### src/lstc_regs.vh
// register offsets, field positions, reset values and timing counts
`ifndef LSTC_REGS_VH
`define LSTC_REGS_VH
// register byte offsets
`define LSTC_OFF_CTRL        8'h00
`define LSTC_OFF_EXPTIME     8'h04
`define LSTC_OFF_SOFTTRIG    8'h08
`define LSTC_OFF_STATUS      8'h0C
`define LSTC_OFF_IRQ_STAT    8'h10
`define LSTC_OFF_IRQ_MASK    8'h14
// control register fields
`define LSTC_CTRL_TRIG_EN    0
`define LSTC_CTRL_SRC_LSB    1
`define LSTC_CTRL_SRC_MSB    3
`define LSTC_CTRL_FALLING    4
`define LSTC_CTRL_WIDTH_MODE 5
`define LSTC_CTRL_LPER_EN    6
`define LSTC_CTRL_W          7
// trigger source encodings
`define LSTC_SRC_SOFT        3'h0
`define LSTC_SRC_CC1         3'h1
`define LSTC_SRC_CC4         3'h4
// reset values: line period enable on, source cc1
`define LSTC_CTRL_RST        7'h42
`define LSTC_EXP_RST         24'h00_0BB8
// status fields
`define LSTC_ST_WAIT         0
`define LSTC_ST_EXPOSING     1
// interrupt status fields
`define LSTC_IRQ_START       0
`define LSTC_IRQ_END         1
`define LSTC_IRQ_LOST        2
`define LSTC_IRQ_W           3
// time base and clock
`define LSTC_CLK_PERIOD_NS   100
`define LSTC_TIMEBASE_NS     100
`define LSTC_TICK_CYCLES     (`LSTC_TIMEBASE_NS / `LSTC_CLK_PERIOD_NS)
`define LSTC_EXP_W           24
`endif

### src/lstc_edge_sync.v
// trigger input synchroniser with single-cycle edge pulses
`timescale 1ns/1ps
module lstc_edge_sync (
   // clock and reset
   input  wire aclk,
   input  wire aresetn,
   // raw level
   input  wire din,
   // synchronised level and edges
   output wire level,
   output wire rise,
   output wire fall
);
   reg stage1;   // first flop, read by stage2 only
   reg stage2;   // synchronised level
   reg stage3;   // previous level for edge detect

   // two-flop synchroniser and delay stage
   always @(posedge aclk) begin
      if (!aresetn) begin
         stage1 <= 1'b0;
         stage2 <= 1'b0;
         stage3 <= 1'b0;
      end else begin
         stage1 <= din;
         stage2 <= stage1;
         stage3 <= stage2;
      end
   end

   // edges last one cycle
   assign level = stage2;
   assign rise  = stage2 & ~stage3;
   assign fall  = ~stage2 & stage3;
endmodule

### src/lstc_line_trigger.v
// line start trigger and exposure control with axi4-lite registers
//
// Decided for this implementation: register access over AXI4-Lite and the placing of the registers.
`timescale 1ns/1ps
`include "lstc_regs.vh"
// Operation
// - soft trigger command self-clears after execution
// - status bit shows waiting for trigger
// - timed exposure equals raw value times 100ns
// - line period enable zero for triggered acquisition
// - selected cc input is the hardware trigger
// - edge select picks rising or falling
// - accepted trigger while waiting starts acquisition
// - leave wait on exposure, return when ready
// - triggers while not waiting are discarded
// - one line per accepted trigger
// - hardware source supports timed and width modes
// - timed exposure begins on selected edge
// - width mode exposes until opposite edge
module lstc_line_trigger (
   // clock and reset
   input  wire        aclk,
   input  wire        aresetn,
   // axi4-lite write address
   input  wire [7:0]  s_axi_awaddr,
   input  wire        s_axi_awvalid,
   output wire        s_axi_awready,
   // axi4-lite write data
   input  wire [31:0] s_axi_wdata,
   input  wire [3:0]  s_axi_wstrb,
   input  wire        s_axi_wvalid,
   output wire        s_axi_wready,
   // axi4-lite write response
   output reg  [1:0]  s_axi_bresp,
   output reg         s_axi_bvalid,
   input  wire        s_axi_bready,
   // axi4-lite read address
   input  wire [7:0]  s_axi_araddr,
   input  wire        s_axi_arvalid,
   output wire        s_axi_arready,
   // axi4-lite read data
   output reg  [31:0] s_axi_rdata,
   output reg  [1:0]  s_axi_rresp,
   output reg         s_axi_rvalid,
   input  wire        s_axi_rready,
   // camera control inputs cc1..cc4
   input  wire [3:0]  cc_in,
   // acquisition outputs
   output reg         exposure_active,
   output reg         line_start,
   output wire        line_period_enable,
   output reg         irq
);
   // one-hot states
   localparam [2:0] ST_WAIT  = 3'b001;   // waiting for line trigger
   localparam [2:0] ST_TIMED = 3'b010;   // timed exposure running
   localparam [2:0] ST_WIDTH = 3'b100;   // exposure until opposite edge

   reg  [`LSTC_CTRL_W-1:0] ctrl;          // control register
   reg  [`LSTC_EXP_W-1:0]  exp_raw;       // raw exposure time
   reg                     soft_trigger_command; // pending soft trigger
   reg  [`LSTC_IRQ_W-1:0]  irq_stat;      // sticky events
   reg  [`LSTC_IRQ_W-1:0]  irq_mask;      // event enables
   reg  [2:0]              state;         // exposure state
   reg  [`LSTC_EXP_W-1:0]  tick_cnt;      // remaining ticks
   reg  [7:0]              base_cnt;      // clocks per time base tick
   reg  [7:0]              aw_addr;       // latched write address
   reg                     aw_have;       // write address held
   reg  [31:0]             w_data;        // latched write data
   reg  [3:0]              w_strb;        // latched strobes
   reg                     w_have;        // write data held
   wire [3:0]              cc_rise;       // rising edge pulses
   wire [3:0]              cc_fall;       // falling edge pulses

   // per-input synchroniser and edge detect
   genvar gi;
   generate
      for (gi = 0; gi < 4; gi = gi + 1) begin : g_cc
         lstc_edge_sync u_sync (
            .aclk    (aclk),
            .aresetn (aresetn),
            .din     (cc_in[gi]),
            .level   (),
            .rise    (cc_rise[gi]),
            .fall    (cc_fall[gi])
         );
      end
   endgenerate

   // control fields
   wire       trig_en  = ctrl[`LSTC_CTRL_TRIG_EN];
   wire [2:0] src      = ctrl[`LSTC_CTRL_SRC_MSB:`LSTC_CTRL_SRC_LSB];
   wire       falling  = ctrl[`LSTC_CTRL_FALLING];
   wire       width_md = ctrl[`LSTC_CTRL_WIDTH_MODE];
   assign line_period_enable = ctrl[`LSTC_CTRL_LPER_EN];
   wire       waiting_for_line_state = state[0];
   wire       hw_src = (src >= `LSTC_SRC_CC1) && (src <= `LSTC_SRC_CC4);
   wire [1:0] sel = src[1:0] - 2'd1;

   // selected input edges
   wire sel_start = falling ? cc_fall[sel] : cc_rise[sel];
   wire sel_stop  = falling ? cc_rise[sel] : cc_fall[sel];
   // hardware and software trigger requests
   wire trig_gate = trig_en && !line_period_enable;
   wire hw_trig   = trig_gate && hw_src && sel_start;
   wire sw_trig   = trig_gate && (src == `LSTC_SRC_SOFT) &&
                    soft_trigger_command;
   wire any_trig  = hw_trig || sw_trig;
   wire accept    = any_trig && waiting_for_line_state;
   wire lost      = hw_trig && !waiting_for_line_state;
   wire tick      = (base_cnt == `LSTC_TICK_CYCLES - 1);
   wire timed_end = state[1] && tick && (tick_cnt <= 1);
   wire width_end = state[2] && sel_stop;
   wire exp_end   = timed_end || width_end;

   // time base divider: one tick per 100 ns
   always @(posedge aclk) begin
      if (!aresetn || accept) begin
         base_cnt <= 8'h00;
      end else if (tick) begin
         base_cnt <= 8'h00;
      end else begin
         base_cnt <= base_cnt + 8'h01;
      end
   end

   // exposure state machine
   always @(posedge aclk) begin
      if (!aresetn) begin
         state           <= ST_WAIT;
         tick_cnt        <= {`LSTC_EXP_W{1'b0}};
         exposure_active <= 1'b0;
         line_start      <= 1'b0;
      end else begin
         line_start <= accept;
         case (state)
            ST_WAIT: begin
               if (accept) begin
                  exposure_active <= 1'b1;
                  tick_cnt        <= exp_raw;
                  // software trigger is always timed
                  if (width_md && hw_trig) begin
                     state <= ST_WIDTH;
                  end else begin
                     state <= ST_TIMED;
                  end
               end
            end
            ST_TIMED: begin
               if (timed_end) begin
                  state           <= ST_WAIT;
                  exposure_active <= 1'b0;
               end else if (tick) begin
                  tick_cnt <= tick_cnt - 1'b1;
               end
            end
            ST_WIDTH: begin
               if (width_end) begin
                  state           <= ST_WAIT;
                  exposure_active <= 1'b0;
               end
            end
            default: begin
               state           <= ST_WAIT;
               exposure_active <= 1'b0;
            end
         endcase
      end
   end

   // axi write channel handshakes
   assign s_axi_awready = !aw_have && !s_axi_bvalid;
   assign s_axi_wready  = !w_have && !s_axi_bvalid;
   wire do_write = aw_have && w_have && !s_axi_bvalid;
   wire wr_ctrl  = do_write && aw_addr == `LSTC_OFF_CTRL;
   wire wr_exp   = do_write && aw_addr == `LSTC_OFF_EXPTIME;
   wire wr_soft  = do_write && aw_addr == `LSTC_OFF_SOFTTRIG;
   wire wr_istat = do_write && aw_addr == `LSTC_OFF_IRQ_STAT;
   wire wr_imask = do_write && aw_addr == `LSTC_OFF_IRQ_MASK;
   wire mapped   = wr_ctrl || wr_exp || wr_soft || wr_istat || wr_imask ||
                   aw_addr == `LSTC_OFF_STATUS;

   // write path: latch address and data, then commit
   always @(posedge aclk) begin
      if (!aresetn) begin
         aw_have      <= 1'b0;
         w_have       <= 1'b0;
         aw_addr      <= 8'h00;
         w_data       <= 32'h0000_0000;
         w_strb       <= 4'h0;
         s_axi_bvalid <= 1'b0;
         s_axi_bresp  <= 2'b00;
      end else begin
         if (s_axi_awvalid && s_axi_awready) begin
            aw_have <= 1'b1;
            aw_addr <= s_axi_awaddr;
         end
         if (s_axi_wvalid && s_axi_wready) begin
            w_have <= 1'b1;
            w_data <= s_axi_wdata;
            w_strb <= s_axi_wstrb;
         end
         if (do_write) begin
            aw_have      <= 1'b0;
            w_have       <= 1'b0;
            s_axi_bvalid <= 1'b1;
            s_axi_bresp  <= mapped ? 2'b00 : 2'b10;
         end else if (s_axi_bvalid && s_axi_bready) begin
            s_axi_bvalid <= 1'b0;
         end
      end
   end

   // configuration registers with byte strobes
   always @(posedge aclk) begin
      if (!aresetn) begin
         ctrl     <= `LSTC_CTRL_RST;
         exp_raw  <= `LSTC_EXP_RST;
         irq_mask <= {`LSTC_IRQ_W{1'b0}};
      end else begin
         if (wr_ctrl && w_strb[0]) begin
            ctrl <= w_data[`LSTC_CTRL_W-1:0];
         end
         if (wr_exp && w_strb[0]) begin
            exp_raw[7:0] <= w_data[7:0];
         end
         if (wr_exp && w_strb[1]) begin
            exp_raw[15:8] <= w_data[15:8];
         end
         if (wr_exp && w_strb[2]) begin
            exp_raw[23:16] <= w_data[23:16];
         end
         if (wr_imask && w_strb[0]) begin
            irq_mask <= w_data[`LSTC_IRQ_W-1:0];
         end
      end
   end

   // soft trigger command: set by software, cleared on the next cycle whether executed or not
   always @(posedge aclk) begin
      if (!aresetn) begin
         soft_trigger_command <= 1'b0;
      end else if (wr_soft && w_strb[0] && w_data[0]) begin
         soft_trigger_command <= 1'b1;
      end else if (soft_trigger_command) begin
         // executed, or dropped when not accepted
         soft_trigger_command <= 1'b0;
      end
   end

   // sticky interrupt status, set wins over write-one-to-clear
   wire [`LSTC_IRQ_W-1:0] ev = {lost, exp_end, accept};
   always @(posedge aclk) begin
      if (!aresetn) begin
         irq_stat <= {`LSTC_IRQ_W{1'b0}};
         irq      <= 1'b0;
      end else begin
         irq_stat <= (irq_stat &
                      ~((wr_istat && w_strb[0]) ?
                        w_data[`LSTC_IRQ_W-1:0] : {`LSTC_IRQ_W{1'b0}}))
                     | ev;
         irq      <= |(irq_stat & irq_mask);
      end
   end

   // read path
   assign s_axi_arready = !s_axi_rvalid;
   reg [31:0] rd_mux;
   reg        rd_ok;
   always @* begin
      rd_mux = 32'h0000_0000;
      rd_ok  = 1'b1;
      case (s_axi_araddr)
         `LSTC_OFF_CTRL:     rd_mux[`LSTC_CTRL_W-1:0] = ctrl;
         `LSTC_OFF_EXPTIME:  rd_mux[`LSTC_EXP_W-1:0] = exp_raw;
         `LSTC_OFF_SOFTTRIG: rd_mux[0] = soft_trigger_command;
         `LSTC_OFF_STATUS: begin
            rd_mux[`LSTC_ST_WAIT]     = waiting_for_line_state;
            rd_mux[`LSTC_ST_EXPOSING] = exposure_active;
         end
         `LSTC_OFF_IRQ_STAT: rd_mux[`LSTC_IRQ_W-1:0] = irq_stat;
         `LSTC_OFF_IRQ_MASK: rd_mux[`LSTC_IRQ_W-1:0] = irq_mask;
         default:            rd_ok = 1'b0;
      endcase
   end

   // read data register
   always @(posedge aclk) begin
      if (!aresetn) begin
         s_axi_rvalid <= 1'b0;
         s_axi_rdata  <= 32'h0000_0000;
         s_axi_rresp  <= 2'b00;
      end else if (s_axi_arvalid && s_axi_arready) begin
         s_axi_rvalid <= 1'b1;
         s_axi_rdata  <= rd_mux;
         s_axi_rresp  <= rd_ok ? 2'b00 : 2'b10;
      end else if (s_axi_rvalid && s_axi_rready) begin
         s_axi_rvalid <= 1'b0;
      end
   end
endmodule

### config.mk
export PLATFORM = sky130hd
export DESIGN_NAME = lstc_line_trigger
export DESIGN_NICKNAME = d
export VERILOG_FILES = /design/src/lstc_edge_sync.v /design/src/lstc_line_trigger.v
export VERILOG_INCLUDE_DIRS = /design/src /design/src/src
export SDC_FILE = /design/constraint.sdc
export NUM_CORES = 1
export LEC_CHECK = 0
export BUFFER_PORTS_ARGS = -buffer_cell sky130_fd_sc_hd__buf_2
export CORE_MARGIN = 4
export CORE_UTILIZATION = 61
export CTS_CLUSTER_DIAMETER = 50
export CTS_CLUSTER_SIZE = 24
export DETAILED_ROUTE_END_ITERATION = 10
export PLACE_DENSITY = 0.91
export SYNTH_ARGS = -nofsm -noshare
export SYNTH_HDL_FRONTEND = slang
export SYNTH_SLANG_ARGS = --single-unit
### constraint.sdc
create_clock -name aclk -period 3.7 [get_ports aclk]
set_input_delay 0.185 -clock aclk [delete_from_list [all_inputs] [get_ports aclk]]
set_output_delay 0.185 -clock aclk [all_outputs]
set_load 0.01 [all_outputs]
==> metrics <==
level count of the clock H-tree=4; Slew HR=0.213; instance count of the mapped netlist=between 800 and 900; crit start category=register; mapped cell area=approximately 6600 sq um; number of hold violations in the final report=0; post-DP HPWL=between 10 and 15 mm; violation count after the first detailed-routing iteration=approximately 540; share of the yosys chip area belonging to registers=0.462; count of max-cap constraint violations=0; CTS Sinks=roughly 150; top cells by area, synth=sky130_fd_sc_hd__dfxtp_1, sky130_fd_sc_hd__nand2_1, sky130_fd_sc_hd__a21oi_1, sky130_fd_sc_hd__nor2_1, sky130_fd_sc_hd__mux2i_1; Worst setup startpoint=tick_cnt[10]$_SDFFE_PN0P_; combined buffer and inverter count along the critical path=1; cell count along the critical path=7; area overhead of the layout relative to synthesis=21.4%; initial core utilization=0.634; Synth area leader=sky130_fd_sc_hd__dfxtp_1; kind of cell with the highest combined delay on the critical path=simple AND/OR/NAND/NOR gates; layout net count=between 900 and 1000; leading post-synthesis cells by instance count=sky130_fd_sc_hd__nand2_1, sky130_fd_sc_hd__dfxtp_1, sky130_fd_sc_hd__a21oi_1, sky130_fd_sc_hd__nor2_1, sky130_fd_sc_hd__clkbuf_1; count of pins over their slew limit=0; run status=complete, no violations; Port Buffers=88; cells traversed along the worst timing path=or4_4 -> or4b_4 -> o31a_1 -> nor3b_4 -> buf_4 -> a211oi_1 -> o21a_1; highest ir drop seen on vdd=0.398 mV; global router's overall resource usage=0.290; overall die area=between 10000 and 15000 sq um; Core Util, Final=0.770; power density normalized to cell area=437 nW/um^2; wire length after detailed routing=~19 mm; category of the worst setup path capture point=register; slowest library cell on the worst path=sky130_fd_sc_hd__or4_4; wire length of the first global-routing pass=slightly below 30 mm; Antenna diodes=0; Ports=between 100 and 150; worst reg-to-reg path cell count=7; share of flip-flops with an asynchronous set or reset after synthesis=0; final clock period utilization by the worst path=0.795; share of the synthesized area in the top cell type=0.462; Num CTS Buffers=17; overall via count from detail_route=~6400; cell leakage power=between 3 and 4 nW; R2R Setup Slk=roughly 0.76 ns; worst min-delay path category=input port to register; number of synthesized register bits=153; Worst Min Path Start=s_axi_araddr[3]; antenna violations before repair=0; count of unique library cells instantiated by Yosys=59; hold-fix buffer count after cts=42; CTS tree=done; width of the die=112 um; highest achievable clock rate=about 340 MHz; Clock Root Buffer=sky130_fd_sc_hd__clkbuf_8; overall overflow remaining after global route=0; number of warnings reported in the yosys synthesis log=0; CP Data Required Time=4.15 ns; maximum fanout encountered on the critical timing path=39; Setup Viol. Count Final=0; most frequently used cell type in the post-synthesis netlist=sky130_fd_sc_hd__nand2_1; Period minus WS final=2.94 ns; r2r startpoint=tick_cnt[10]$_SDFFE_PN0P_; slowest stage delay, CP=roughly 0.6 ns; Max Buffers Root-to-Sink=2; worst setup slack after layout=between 0.7 and 0.8 ns; slew at the pin closest to its max-slew limit=1.18 ns; number of rows in the core area=37; average wire per cell in the routed design=17.4 um; routed via count divided by cell count=approximately 6.0; unrepaired setup endpoints after global routing=no; data arrival time of the critical path=~3.4 ns; pre-CTS WS=between 0.8 and 0.9 ns; leading register cell type out of synthesis=sky130_fd_sc_hd__dfxtp_1; Critical R2R Capture=tick_cnt[0]$_SDFFE_PN0P_; type of the worst setup path=register to register; CORE AREA=~10000 sq um; drc violations=0; Sum Neg Setup Slack=0 ns; number of antenna-violating nets in the routed design=0; fraction of final layout cells sized beyond drive strength 1=0.159; Final Wtd Congestion=slightly below 0.9; via count of the first global-routing pass=about 6100; worst setup path end=tick_cnt[0]$_SDFFE_PN0P_; average size of a mapped cell=slightly above 8 sq um; die extent in y=roughly 110 um; latest clock arrival within the worst-skew pair=about 0.56 ns; Worst Clk Skew=0.0148 ns; Post-synth EDFFs=0; post-CTS setup-driven buffer insertion count=0; Detailed Routing Iterations Pass 1=5; clk slew on worst S/H paths=approximately 0.07 ns; maximum number of pins on one net before global-route repair=81; CTS-repair resized insts=0
## logic make-up (layout without fill, tap and decap cells)
kind of cell	Yosys count	count (layout)	share of synthesized area
compound gates	182	182	0.166
xor+xnor	6	6	0.00792
fa+ha+maj	6	6	0.0113
buf+inv	73	185	0.0490
flops	153	153	0.462
mux	26	26	0.0475
other cells	1	10	0.000565
simple gates	364	364	0.256
## per-stage QoR
stage / power, mW / cells / hold slack, ns / cell area, sq um
floorplan: 1.88 / 820 / 0.284 / 6670
global placement: 1.93 / 994 / 0.372 / 7100
detailed placement: 1.94 / 994 / 0.385 / 7100
CTS: 3.51 / 1068 / 0.0653 / 8050
global route: 3.62 / 1068 / 0.123 / 8050
finish: 3.52 / 1068 / 0.0816 / 8050
## layout by cell type (no fill, tap or decap), types with 12 or more instances in the layout
cell | netlist | final
sky130_fd_sc_hd__buf_2 | 2 | 88
sky130_fd_sc_hd__dlygate4sd3_1 | 0 | 42
sky130_fd_sc_hd__and2_1 | 18 | 18
sky130_fd_sc_hd__mux2i_1 | 18 | 18
sky130_fd_sc_hd__nand2_1 | 159 | 159
sky130_fd_sc_hd__nor3_1 | 16 | 16
sky130_fd_sc_hd__o21ai_0 | 22 | 22
sky130_fd_sc_hd__a22oi_1 | 22 | 22
sky130_fd_sc_hd__dfxtp_1 | 153 | 153
sky130_fd_sc_hd__a21oi_1 | 87 | 87
sky130_fd_sc_hd__nand3_1 | 36 | 36
sky130_fd_sc_hd__nor2_1 | 71 | 71
sky130_fd_sc_hd__clkbuf_16 | 0 | 16
sky130_fd_sc_hd__inv_1 | 12 | 12
## metal layers
layer | part of all wire | vias to the layer above | global-route usage | wire length (um)
li1 | - | 3020 | - | -
met1 | 0.40 | 2992 | 0.362 | 7390
met2 | 0.49 | 335 | 0.472 | 9120
met3 | 0.083 | 56 | 0.0814 | 1540
met4 | 0.030 | 0 | 0.125 | 554
met5 | 0 | - | 0 | 0
## worst min-delay path by stage
| stage | endpoint | cells past startpoint |
|---|---|---|
| 2_1_floorplan | s_axi_rvalid$_SDFFE_PN0P_ | 1 |
| 3_3_place_gp | s_axi_rvalid$_SDFFE_PN0P_ | 2 |
| 3_5_place_dp | s_axi_rvalid$_SDFFE_PN0P_ | 2 |
| 4_1_cts | s_axi_rdata[2]$_SDFFE_PN0P_ | 4 |
| 5_1_grt | s_axi_rdata[2]$_SDFFE_PN0P_ | 4 |
| 6_report | s_axi_rdata[2]$_SDFFE_PN0P_ | 4 |
## area by class of cell
class | count | area (sq um)
clock buffer | 18 | 418
clock inverter | 14 | 114
fill | 713 | 2410
inverter | 13 | 48.8
multi-input combinational | 594 | 3290
sequential | 153 | 3060
tap | 136 | 170
timing repair buffer | 140 | 948
## registers in the layout (all words and copies together) (netlist names), 7 cells and up
| signal | flops |
|---|---|
| ctrl | 7 |
| exp_raw | 24 |
| base_cnt | 8 |
| tick_cnt | 24 |
| s_axi_rdata | 24 |
| aw_addr | 8 |
| w_data | 24 |
## worst min-delay path, stage by stage
cell and delay, ns:
sky130_fd_sc_hd__buf_2 0.17, sky130_fd_sc_hd__nor4b_1 0.08, sky130_fd_sc_hd__a21oi_1 0.11, sky130_fd_sc_hd__nor2_1 0.04
## power breakdown
part,switching [mW],internal (mW)
combinational,0.135,0.0974
sequential,0.0317,1.68
clock,0.735,0.839
Note: power is estimated with default switching activity, not from simulation.
